--- src/hdl/prox_pkg.sv ---
// constants, field layout and state type for the proximity sensor serial interface
package prox_pkg;
	localparam logic [6:0]  DEV_ADDR     = 7'h41;
	localparam logic [7:0]  CMD_RSV0     = 8'h00;
	localparam logic [7:0]  CMD_CONF12   = 8'h03;
	localparam logic [7:0]  CMD_CONF3MS  = 8'h04;
	localparam logic [7:0]  CMD_CANC     = 8'h05;
	localparam logic [7:0]  CMD_LOWER    = 8'h06;
	localparam logic [7:0]  CMD_UPPER    = 8'h07;
	localparam logic [7:0]  CMD_DATA1    = 8'h08;
	localparam logic [7:0]  CMD_FLAG     = 8'h0D;
	localparam logic [7:0]  CMD_ID       = 8'h0E;
	localparam logic [15:0] RST_RSV0     = 16'h0101;
	localparam logic [15:0] RST_CONF12   = 16'h0001;
	localparam logic [15:0] RST_ZERO     = 16'h0000;
	// field positions inside the 16-bit words
	localparam int          SD_BIT       = 0;
	localparam int          IT_LSB       = 1;
	localparam int          IT_W         = 3;
	localparam int          PERS_LSB     = 4;
	localparam int          DUTY_LSB     = 6;
	localparam int          INT_EN_LSB   = 8;
	localparam int          SMART_BIT    = 4;
	localparam int          LOGIC_BIT    = 14;
	localparam int          FLAG_UP      = 1;
	localparam int          FLAG_LOW     = 0;
	localparam int          TMR_W        = 16;
	localparam logic [3:0]  BITS_BYTE    = 4'h8;

	typedef enum logic [3:0] {
		ST_IDLE, ST_ADDR, ST_ADDR_ACK, ST_CMD, ST_CMD_ACK,
		ST_WR, ST_WR_ACK, ST_RD, ST_RD_ACK
	} i2c_state_t;
endpackage

--- src/hdl/proximity_sensor_i2c_interface.sv ---
// serial target, register file and proximity interrupt logic
`timescale 1ns/10ps
module proximity_sensor_i2c_interface #(
	parameter int         MEAS_BASE = 5000,
	parameter logic [7:0] ID_LOW    = 8'h5A  // arbitrary identity value
) (
	input  wire logic                       clk,
	input  wire logic                       rstn,
	input  wire logic                       scl_i,
	input  wire logic                       sda_i,
	output logic                            sda_o,
	output logic                            sda_oe,
	input  wire logic [15:0]                prox_raw,
	input  wire logic                       prox_valid,
	output logic                            meas_req,
	output logic                            meas_on,
	output logic [prox_pkg::IT_W-1:0]       integ_time,
	output logic                            int_n
);
	import prox_pkg::*;

	// ==========================================================
	// pin synchronisers
	logic scl_s1_q, scl_s2_q, scl_s3_q, sda_s1_q, sda_s2_q, sda_s3_q;
	logic scl_rise, scl_fall, start_c, stop_c;

	always_ff @(posedge clk) begin
		if (!rstn) begin
			{scl_s1_q, scl_s2_q, scl_s3_q} <= 3'h7;
			{sda_s1_q, sda_s2_q, sda_s3_q} <= 3'h7;
		end else begin
			{scl_s1_q, scl_s2_q, scl_s3_q} <= {scl_i, scl_s1_q, scl_s2_q};
			{sda_s1_q, sda_s2_q, sda_s3_q} <= {sda_i, sda_s1_q, sda_s2_q};
		end
	end

	assign scl_rise = scl_s2_q & ~scl_s3_q;
	assign scl_fall = ~scl_s2_q & scl_s3_q;
	assign start_c  = scl_s2_q & scl_s3_q & sda_s3_q & ~sda_s2_q;
	assign stop_c   = scl_s2_q & scl_s3_q & ~sda_s3_q & sda_s2_q;

	// ==========================================================
	// serial target state machine
	i2c_state_t  state_q, state_d;
	logic [3:0]  bit_q, bit_d;
	logic [7:0]  shift_q, shift_d, cmd_q, cmd_d, wlo_q, wlo_d, nb;
	logic        rw_q, rw_d, hi_q, hi_d, ack_q, ack_d, oe_q, oe_d;
	logic        wr_en, rd_clr;
	logic [15:0] tx_word;

	always_comb begin
		state_d = state_q;
		bit_d   = bit_q;
		shift_d = shift_q;
		cmd_d   = cmd_q;
		wlo_d   = wlo_q;
		rw_d    = rw_q;
		hi_d    = hi_q;
		ack_d   = ack_q;
		oe_d    = oe_q;
		wr_en   = 1'b0;
		rd_clr  = 1'b0;
		nb      = tx_word[7:0];
		if (start_c) begin
			state_d = ST_ADDR;
			bit_d   = 4'h0;
			hi_d    = 1'b0;
			oe_d    = 1'b0;
		end else if (stop_c) begin
			state_d = ST_IDLE;
			oe_d    = 1'b0;
		end else begin
			unique case (state_q)
				ST_IDLE: begin
				end
				ST_ADDR, ST_CMD, ST_WR: begin
					if (scl_rise) begin
						shift_d = {shift_q[6:0], sda_s2_q};
						bit_d   = bit_q + 4'h1;
					end
					if (scl_fall && bit_q == BITS_BYTE) begin
						bit_d = 4'h0;
						if (state_q == ST_ADDR) begin
							if (shift_q[7:1] == DEV_ADDR) begin
								state_d = ST_ADDR_ACK;
								rw_d    = shift_q[0];
								oe_d    = 1'b1;
							end else begin
								state_d = ST_IDLE;
							end
						end else if (state_q == ST_CMD) begin
							cmd_d   = shift_q;
							state_d = ST_CMD_ACK;
							oe_d    = 1'b1;
						end else begin
							// low byte parks, high byte commits the pair
							state_d = ST_WR_ACK;
							oe_d    = 1'b1;
							wlo_d   = shift_q;
							wr_en   = hi_q;
							hi_d    = ~hi_q;
						end
					end
				end
				ST_ADDR_ACK: begin
					if (scl_fall) begin
						if (rw_q) begin
							state_d = ST_RD;
							shift_d = nb;
							oe_d    = ~nb[7];
						end else begin
							state_d = ST_CMD;
							oe_d    = 1'b0;
						end
					end
				end
				ST_CMD_ACK, ST_WR_ACK: begin
					if (scl_fall) begin
						state_d = ST_WR;
						oe_d    = 1'b0;
						if (state_q == ST_CMD_ACK) begin
							hi_d = 1'b0;
						end
					end
				end
				ST_RD: begin
					if (scl_rise) begin
						bit_d = bit_q + 4'h1;
					end
					if (scl_fall && bit_q == BITS_BYTE) begin
						state_d = ST_RD_ACK;
						bit_d   = 4'h0;
						oe_d    = 1'b0;
					end else if (scl_fall && bit_q != 4'h0) begin
						shift_d = {shift_q[6:0], 1'b0};
						oe_d    = ~shift_q[6];
					end
				end
				ST_RD_ACK: begin
					if (scl_rise) begin
						ack_d = ~sda_s2_q;
					end
					if (scl_fall) begin
						if (ack_q) begin
							nb      = tx_word[15:8];
							state_d = ST_RD;
							hi_d    = 1'b1;
							shift_d = nb;
							oe_d    = ~nb[7];
							rd_clr  = (cmd_q == CMD_FLAG);
						end else begin
							state_d = ST_IDLE;
						end
					end
				end
			endcase
		end
	end

	always_ff @(posedge clk) begin
		if (!rstn) begin
			state_q <= ST_IDLE;
			bit_q   <= 4'h0;
			shift_q <= 8'h00;
			cmd_q   <= 8'h00;
			wlo_q   <= 8'h00;
			rw_q    <= 1'b0;
			hi_q    <= 1'b0;
			ack_q   <= 1'b0;
			oe_q    <= 1'b0;
		end else begin
			state_q <= state_d;
			bit_q   <= bit_d;
			shift_q <= shift_d;
			cmd_q   <= cmd_d;
			wlo_q   <= wlo_d;
			rw_q    <= rw_d;
			hi_q    <= hi_d;
			ack_q   <= ack_d;
			oe_q    <= oe_d;
		end
	end

	assign sda_oe = oe_q;

	// ==========================================================
	// registers, measurement pacing and interrupt
	logic [15:0]      conf12_q, conf12_d, conf3_q, conf3_d, canc_q, canc_d;
	logic [15:0]      lower_q, lower_d, upper_q, upper_d, result_q, result_d, res_c;
	logic [1:0]       flag_q, flag_d;
	logic [2:0]       cnt_up_q, cnt_up_d, cnt_lo_q, cnt_lo_d, tgt;
	logic [TMR_W-1:0] tmr_q, tmr_d, period;
	logic             near_q, near_d, int_n_q, int_n_d, req_q, req_d, on_q, on_d;
	logic             hit_up, hit_lo, fire_up, fire_lo, logic_mode, low_q;

	// saturating run length of consecutive out-of-range results
	function automatic logic [2:0] pers_next(input logic hit, input logic [2:0] cnt,
		input logic [2:0] lim);
		return !hit ? 3'h0 : (cnt == lim) ? cnt : cnt + 3'h1;
	endfunction

	always_comb begin
		case (cmd_q)
			CMD_RSV0:    tx_word = RST_RSV0;
			CMD_CONF12:  tx_word = conf12_q;
			CMD_CONF3MS: tx_word = conf3_q;
			CMD_CANC:    tx_word = canc_q;
			CMD_LOWER:   tx_word = lower_q;
			CMD_UPPER:   tx_word = upper_q;
			CMD_DATA1:   tx_word = result_q;
			CMD_FLAG:    tx_word = {6'h00, flag_q, 8'h00};
			CMD_ID:      tx_word = {1'b0, DEV_ADDR, ID_LOW};
			default:     tx_word = RST_ZERO;
		endcase
	end

	assign logic_mode = conf3_q[LOGIC_BIT];
	assign tgt        = {1'b0, conf12_q[PERS_LSB +: 2]} + 3'h1;
	assign period     = TMR_W'(MEAS_BASE << conf12_q[DUTY_LSB +: 2]);
	assign res_c      = (prox_raw > canc_q) ? prox_raw - canc_q : 16'h0000;
	assign hit_up     = res_c > upper_q;
	assign hit_lo     = res_c < lower_q;
	assign fire_up    = prox_valid && hit_up && cnt_up_q == tgt - 3'h1;
	assign fire_lo    = prox_valid && hit_lo && cnt_lo_q == tgt - 3'h1;

	always_comb begin
		conf12_d = conf12_q;
		conf3_d  = conf3_q;
		canc_d   = canc_q;
		lower_d  = lower_q;
		upper_d  = upper_q;
		result_d = result_q;
		cnt_up_d = cnt_up_q;
		cnt_lo_d = cnt_lo_q;
		flag_d   = flag_q;
		near_d   = near_q;
		req_d    = 1'b0;
		tmr_d    = tmr_q;
		if (wr_en) begin
			// read-only and reserved codes swallow the data
			unique case (cmd_q)
				CMD_CONF12:  conf12_d = {shift_q, wlo_q};
				CMD_CONF3MS: conf3_d  = {shift_q, wlo_q};
				CMD_CANC:    canc_d   = {shift_q, wlo_q};
				CMD_LOWER:   lower_d  = {shift_q, wlo_q};
				CMD_UPPER:   upper_d  = {shift_q, wlo_q};
				default: begin
				end
			endcase
		end
		if (prox_valid) begin
			result_d = res_c;
			cnt_up_d = pers_next(hit_up, cnt_up_q, tgt);
			cnt_lo_d = pers_next(hit_lo, cnt_lo_q, tgt);
		end
		if (rd_clr) begin
			flag_d = 2'h0;
		end
		// set after clear so an event in the read cycle survives
		if (!logic_mode) begin
			if (fire_up && conf12_q[INT_EN_LSB]) begin
				flag_d[FLAG_UP] = 1'b1;
			end
			if (fire_lo && conf12_q[INT_EN_LSB + 1]) begin
				flag_d[FLAG_LOW] = 1'b1;
			end
		end
		if (fire_up) begin
			near_d = 1'b1;
		end else if (fire_lo) begin
			near_d = 1'b0;
		end
		int_n_d = logic_mode ? ~near_d : ~(|flag_d);
		on_d    = ~conf12_d[SD_BIT];
		if (!on_q) begin
			tmr_d = '0;
		end else if (tmr_q == '0) begin
			req_d = 1'b1;
			tmr_d = period - TMR_W'(1);
		end else begin
			tmr_d = tmr_q - TMR_W'(1);
		end
		// a partial run re-measures at once instead of waiting a duty period
		if (conf3_q[SMART_BIT] && prox_valid &&
			((cnt_up_d != 3'h0 && cnt_up_d != tgt) ||
			 (cnt_lo_d != 3'h0 && cnt_lo_d != tgt))) begin
			tmr_d = '0;
		end
	end

	always_ff @(posedge clk) begin
		if (!rstn) begin
			conf12_q <= RST_CONF12;
			conf3_q  <= RST_ZERO;
			canc_q   <= RST_ZERO;
			lower_q  <= RST_ZERO;
			upper_q  <= RST_ZERO;
			result_q <= RST_ZERO;
			cnt_up_q <= 3'h0;
			cnt_lo_q <= 3'h0;
			flag_q   <= 2'h0;
			near_q   <= 1'b0;
			int_n_q  <= 1'b1;
			req_q    <= 1'b0;
			on_q     <= 1'b0;
			tmr_q    <= '0;
			low_q    <= 1'b0;
		end else begin
			conf12_q <= conf12_d;
			conf3_q  <= conf3_d;
			canc_q   <= canc_d;
			lower_q  <= lower_d;
			upper_q  <= upper_d;
			result_q <= result_d;
			cnt_up_q <= cnt_up_d;
			cnt_lo_q <= cnt_lo_d;
			flag_q   <= flag_d;
			near_q   <= near_d;
			int_n_q  <= int_n_d;
			req_q    <= req_d;
			on_q     <= on_d;
			tmr_q    <= tmr_d;
			low_q    <= 1'b0;
		end
	end

	assign sda_o      = low_q;
	assign int_n      = int_n_q;
	assign meas_req   = req_q;
	assign meas_on    = on_q;
	assign integ_time = conf12_q[IT_LSB +: IT_W];
endmodule

--- config.mk ---
export PLATFORM = sky130hd
export DESIGN_NAME = proximity_sensor_i2c_interface
export DESIGN_NICKNAME = d
export VERILOG_FILES = /design/src/hdl/prox_pkg.sv /design/src/hdl/proximity_sensor_i2c_interface.sv
export SDC_FILE = /design/constraint.sdc
export NUM_CORES = 1
export LEC_CHECK = 0
export ABC_AREA = 1
export BUFFER_PORTS_ARGS = -buffer_cell sky130_fd_sc_hd__buf_4
export CAP_MARGIN = 20
export CORE_UTILIZATION = 30
export CTS_BUF_LIST = sky130_fd_sc_hd__clkbuf_8
export DETAILED_ROUTE_END_ITERATION = 8
export PLACE_DENSITY = 0.54
export SLEW_MARGIN = 20
export SYNTH_ARGS = -nofsm -noshare
export SYNTH_HDL_FRONTEND = slang
export SYNTH_SLANG_ARGS = --single-unit
--- constraint.sdc ---
create_clock -name clk -period 5.9 [get_ports clk]
set_clock_uncertainty 0.2 [all_clocks]
set_input_delay 0.885 -clock clk [delete_from_list [all_inputs] [get_ports clk]]
set_output_delay 0.885 -clock clk [all_outputs]
set_load 0.05 [all_outputs]
### Word level (Yosys, flattened, before mapping)

Cells that the tools add are included.

| cells by class | value |
|---|---|
| bitwise gates (word level) | 24 |
| magnitude comparators | 3 |
| add/subtract/negate cells | 8 |
| muxes and demuxes | 72 |
| equality and inequality tests | 44 |
| shifts and indexed selects | 1 |
| reductions and logical operators | 46 |

Operators with widths:

| operator | count |
|---|---|
| one-hot mux 16 bit (9 select lines) | 1 |
| 2-to-1 mux 8 bit | 7 |
| 2-to-1 mux 1 bit | 38 |
| == test 8 x 3 -> 1 bit (second input constant) | 4 |
| > comparator 16 bit | 2 |
| 2-to-1 mux 16 bit | 2 |
| 2-to-1 mux 4 bit | 8 |
| one-hot mux 8 bit (4 select lines) | 1 |
| subtractor 16 x 1 -> 16 bit (second input constant) | 2 |
| AND reduction 6 bit | 5 |
| inequality test 2 bit (second input constant) | 13 |
| == test 8 x 4 -> 1 bit (second input constant) | 3 |
| 2-to-1 mux 3 bit | 8 |
| inequality test 4 bit (second input constant) | 5 |
| one-hot mux 4 bit (5 select lines) | 1 |
| inverter 1 bit | 17 |
| == test 4 x 3 -> 1 bit (second input constant) | 4 |
| logical NOT 16 bit | 1 |
| < comparator 16 bit | 1 |
| << shifter 13 x 2 -> 16 bit (first input constant) | 1 |
| subtractor 16 bit | 1 |
| == test 3 bit | 4 |
| logical AND 1 bit | 12 |
| AND reduction 2 bit | 6 |
| 30 further kinds | 51 |

| word-level totals | value |
|---|---|
| input bits | 21 |
| bits in registers | 166 |
| output and inout bits | 8 |

### Depth between registers and ports, before layout

| logic depth | value |
|---|---|
| word-level depth | 12 |
| depth in mapped cells | 39 |

### Worst setup path before layout

No wires, ideal clock.

| path | value |
|---|---|
| kind | input to register |
| start point | in prox_raw[2] |
| end point | reg tmr_q[1] |
| path slack | 0.991 ns |
| setup time | 0.062 ns |
| arrival | 4.647 ns |
| stages | 35 |
| cell sequence | ha_1 a21oi_1 nand2_1 a21oi_1 o21bai_1 nand2_1 nand2_1 a21oi_1 nor2_1 nor2_1 o21bai_1 nand2_1 nand2_1 a21o_1 or2_2 nand3_1 inv_1 ha_1 nand2_1 inv_1 nand3_1 a31oi_1 a2111oi_0 nand2_1 o41ai_1 nand2_1 nand2_1 xor2_1 nand3_1 nand2_1 nand2_1 nand2_2 nand2_4 buf_8 nor2_2 |

| between the ends | value |
|---|---|
| cells in the longest elaborated chain, start to end | 10 |
| elaborated cells between the ends (all ways) | 18 |
| those cells by class | add/sub (1); order compare (3); eq/ne (2); mux (5); reduce/logical (7) |

RTL lines:

| item | RTL line | source |
|---|---|---|
| start, declared | proximity_sensor_i2c_interface.sv:13 | `input wire logic [15:0] prox_raw,` |
| subtractor 16 bit / > comparator 16 bit (equally long branches) | proximity_sensor_i2c_interface.sv:220 | `assign res_c = (prox_raw > canc_q) ? prox_raw - canc_q : 16'h0000;` |
| 2-to-1 mux 16 bit (*) | proximity_sensor_i2c_interface.sv:220 |  |
| via res_c[11] | proximity_sensor_i2c_interface.sv:189 | `logic [15:0] lower_q, lower_d, upper_q, upper_d, result_q, result_d, res_c;` |
| > comparator 16 bit / < comparator 16 bit (equally long branches) | proximity_sensor_i2c_interface.sv:221, proximity_sensor_i2c_interface.sv:222 |  |
| 2-to-1 mux 3 bit | proximity_sensor_i2c_interface.sv:199 | `return !hit ? 3'h0 : (cnt == lim) ? cnt : cnt + 3'h1;` |
| 2-to-1 mux 3 bit | proximity_sensor_i2c_interface.sv:251 | `if (prox_valid) begin` |
| inequality test 3 bit (tied with other cells) | proximity_sensor_i2c_interface.sv:285 | `((cnt_up_d != 3'h0 && cnt_up_d != tgt) \|\|` |
| logical AND 1 bit, on equally long branches | proximity_sensor_i2c_interface.sv:285, proximity_sensor_i2c_interface.sv:286 |  |
| logical OR 1 bit (*) | proximity_sensor_i2c_interface.sv:285 |  |
| logical AND 1 bit (*) | proximity_sensor_i2c_interface.sv:284 | `if (conf3_q[SMART_BIT] && prox_valid &&` |
| OR reduction 3 bit (no source line) (*) | -- |  |
| end signal, assigned | proximity_sensor_i2c_interface.sv:322 | `tmr_q <= tmr_d;` |
| end, declared | proximity_sensor_i2c_interface.sv:192 | `logic [TMR_W-1:0] tmr_q, tmr_d, period;` |

The timed path passes the listed nets; every way through them passes the cells marked *.
A chain may end at the register's enable or synchronous reset.

### Worst setup path in the final report

| path | value |
|---|---|
| start point | in prox_raw[2] |
| end point | reg tmr_q[9] |

Same word-level chain as after synthesis.

==> results.toml <==
[critical_path]
endpoint_kind = "flip-flop"
cp_max_fo = 16
slowest_stage = "o41ai_1"
crit_arrival_ps = 5450
worst-setup-path-type = "input port to flip-flop"
ff2ff_setup_slack_ps = 750
rr_worst_depth = 32
cp_data_required_time_ps = 6100
r2r-end = "tmr_q[9]"
r2r_start = "canc_q[2]"
crit_path_frequent_cell = "nand2_1"
slowest_delay_ps = 600
crit_start = "prox_raw[2]"
start_kind = "input port"

[cts]
path_clk_slew_ps = 100
htreeDepth = 4
insertion_delay_ps = 480
cts-buffers-inserted = 17
clock_path_buffers = 2
clock-root-buffer = "clkbuf_8"
cts.sinks = 166
cts_tree = "built"
postCtsHoldBufs = 0

[placed_design]
place_ws_ps = 291.7
dpl.hpwl_um = 21330
post_dp_cell_area_um2 = 9807
gp_congestion = 0.8928
port_buffers = 27

[route]
met1Wirelength_um = 13840
routed_via_density = 5.042
antenna_left = 0
dr.first_iter.drc_count = 664
met3WireLength_um = 1308
top_layer_used = "met4"
first_pass_iters = 5
routedWlPerCell_um = 16.75
drc = 0
drt-total-wl_um = 28540
wl_met2_um = 13000
via_count = 8591

[logic_synthesis]
syn_inst = 1294
synth_top_area_frac = 0.3589
synthTopCellsByCount = "197 x inv_1, 177 x nand2_1, 166 x dfxtp_1"
synth.yosys.seq_area_share = 0.3589
yosysMostFrequentCell = "inv_1"
synthTopCellsByArea = "dfxtp_1 36%, o21ai_0 8.2%, a21oi_1 8.1%"
synth-main-ff-cell = "dfxtp_1"
syn_nets = 1375
synth_area_um2 = 9260
async_reset_ff_frac = 0
yosys_warnings = 0
synth-seq-cells = 166
synth-edff-count = 0
yosysUniqueCellTypes = 52
yosysTopAreaCell = "dfxtp_1"
synth.avg_cell_area_um2 = 7.156

[sta]
rsz0062_at_grt = "false"
max_freq_mhz = 190.8
min_period_ps = 5241
setup_viol = 0
timing.final.crit_share = 0.8884
setup_ws_ps = 658.6
drv_slew = 0
finalHoldViolCount = 0
relSlewSlack = 0.2720
finalSetupTns_ps = 0
worst_pin_slew_ps = 1092

[worst_hold_path]
whs_path_depth = 1
hp-class = "flip-flop to flip-flop"
whs_endpoint = "sda_s2_q"
min_from = "sda_s1_q"

[die]
die_area_um2 = 31570
design.core.area_um2 = 30030
start_util = 0.3083
die_w_um = 177.7
rows = 63
dieHeight_um = 177.7
ios = 29

[cells_and_area]
area_growth_pct = 10.65
nNetsFinal = 1382
fin_area_um2 = 10250
final_layout_size_suffix_gt1_frac = 0.08447
antennaDiodeCount = 0

[run]
max-cap-violations = 0

[global_route]
antenna_found_initial = 0
grt_usage = 0.1855
grt_max_degree = 118
grt_pass1_vias = 7985
grt_pass1_wl_um = 45130
overflow = 0

[status]
outcome = "complete, no violations"

[power_and_ir_drop]
power_density_nw_per_um2 = 258.7
power_uw = 2650
ir_drop_uv = 148.9
power.leakage_uw = 0.004239
[logic make-up (layout without fill, tap and decap cells)]
| kind of cell | Yosys count | in the layout | share of synthesized area |
|---|---|---|---|
| other | 1 | 1 | 0.0004050 |
| and+or+nand+nor | 400 | 400 | 0.1893 |
| DFF | 166 | 166 | 0.3589 |
| muxes | 1 | 1 | 0.001216 |
| buffers and inverters | 249 | 269 | 0.1050 |
| adders and majority gates | 60 | 60 | 0.08188 |
| AOI/OAI and AO/OA | 391 | 391 | 0.2388 |
| xor gates and xnor gates | 26 | 26 | 0.02459 |
[final cells by class]
class	count	area, µm²
clock buffer	17	234.0
clock inverter	15	198.9
fill	3208	19790
inverter	201	754.5
multi-input combinational	879	4977
sequential	166	3323
tap	390	488.0
timing repair buffer	36	270.3
[worst max path at each step]
stage          endpoint  slack (ps)  cells past startpoint
2_1_floorplan  tmr_q[1]         990                     35
4_1_cts        tmr_q[9]         720                     32
6_report       tmr_q[9]         660                     32
3_3_place_gp   tmr_q[7]         370                     32
3_5_place_dp   tmr_q[2]         290                     32
5_1_grt        tmr_q[9]          80                     35
[power breakdown]
group	switching, µW	internal (µW)
registers	59.5	1170
logic	376	172
clock network	538	333
[worst max-delay path: cells and delay by family]
family,cells,cell delay [ps]
XOR/XNOR,1,160
buffers and inverters,3,260
AO/OA/AOI/OAI,7,1500
AND/OR/NAND/NOR,19,1980
adder cells (fa/ha/maj),2,650
[state kept, by name, indices dropped and copies added, names as in the netlist, 2 cells and up]
register  cells
bit_q         4
canc_q       16
cmd_q         8
cnt_lo_q      3
cnt_up_q      3
conf12_q     16
conf3_q      16
flag_q        2
lower_q      16
result_q     16
shift_q       8
state_q       4
tmr_q        16
upper_q      16
wlo_q         8
[timing repair]
item                                    in CTS  in global routing
gates resized for setup                      0                  1
endpoints found under the setup margin       0                  3
setup buffers                                0                  0
[placed cells by master (no fill, tap or decap), drive strengths merged, types with 10 or more instances in the layout]
master,count
o22ai,14
a31oi,12
nand2,183
clkbuf,17
clkinv,10
or2,13
a21oi,151
nand3,40
buf,36
ha,59
nand4,15
a221oi,11
nor2,120
o21ai,153
nor3,17
inv,206
dfxtp,166
xor2,18
[routing by layer]
layer	GRT usage	up-vias
li1	-	4359
met1	0.2546	4019
met2	0.3021	189
met3	0.02742	24
met4	0.04665	0
met5	0	-
[per-stage QoR]
| stage | hold slack, ps | util | instances |
|---|---|---|---|
| 2_1_floorplan | 192.5 | - | 1294 |
| 4_1_cts | 228.7 | 0.3410 | 1704 |
| 3_3_place_gp | 203.2 | 0.3265 | 1672 |
| 6_report | 223.6 | 0.3412 | 1704 |
| 3_5_place_dp | 205.4 | 0.3265 | 1672 |
| 5_1_grt | 235.4 | 0.3412 | 1704 |
Power figures use the tool's default switching activity.
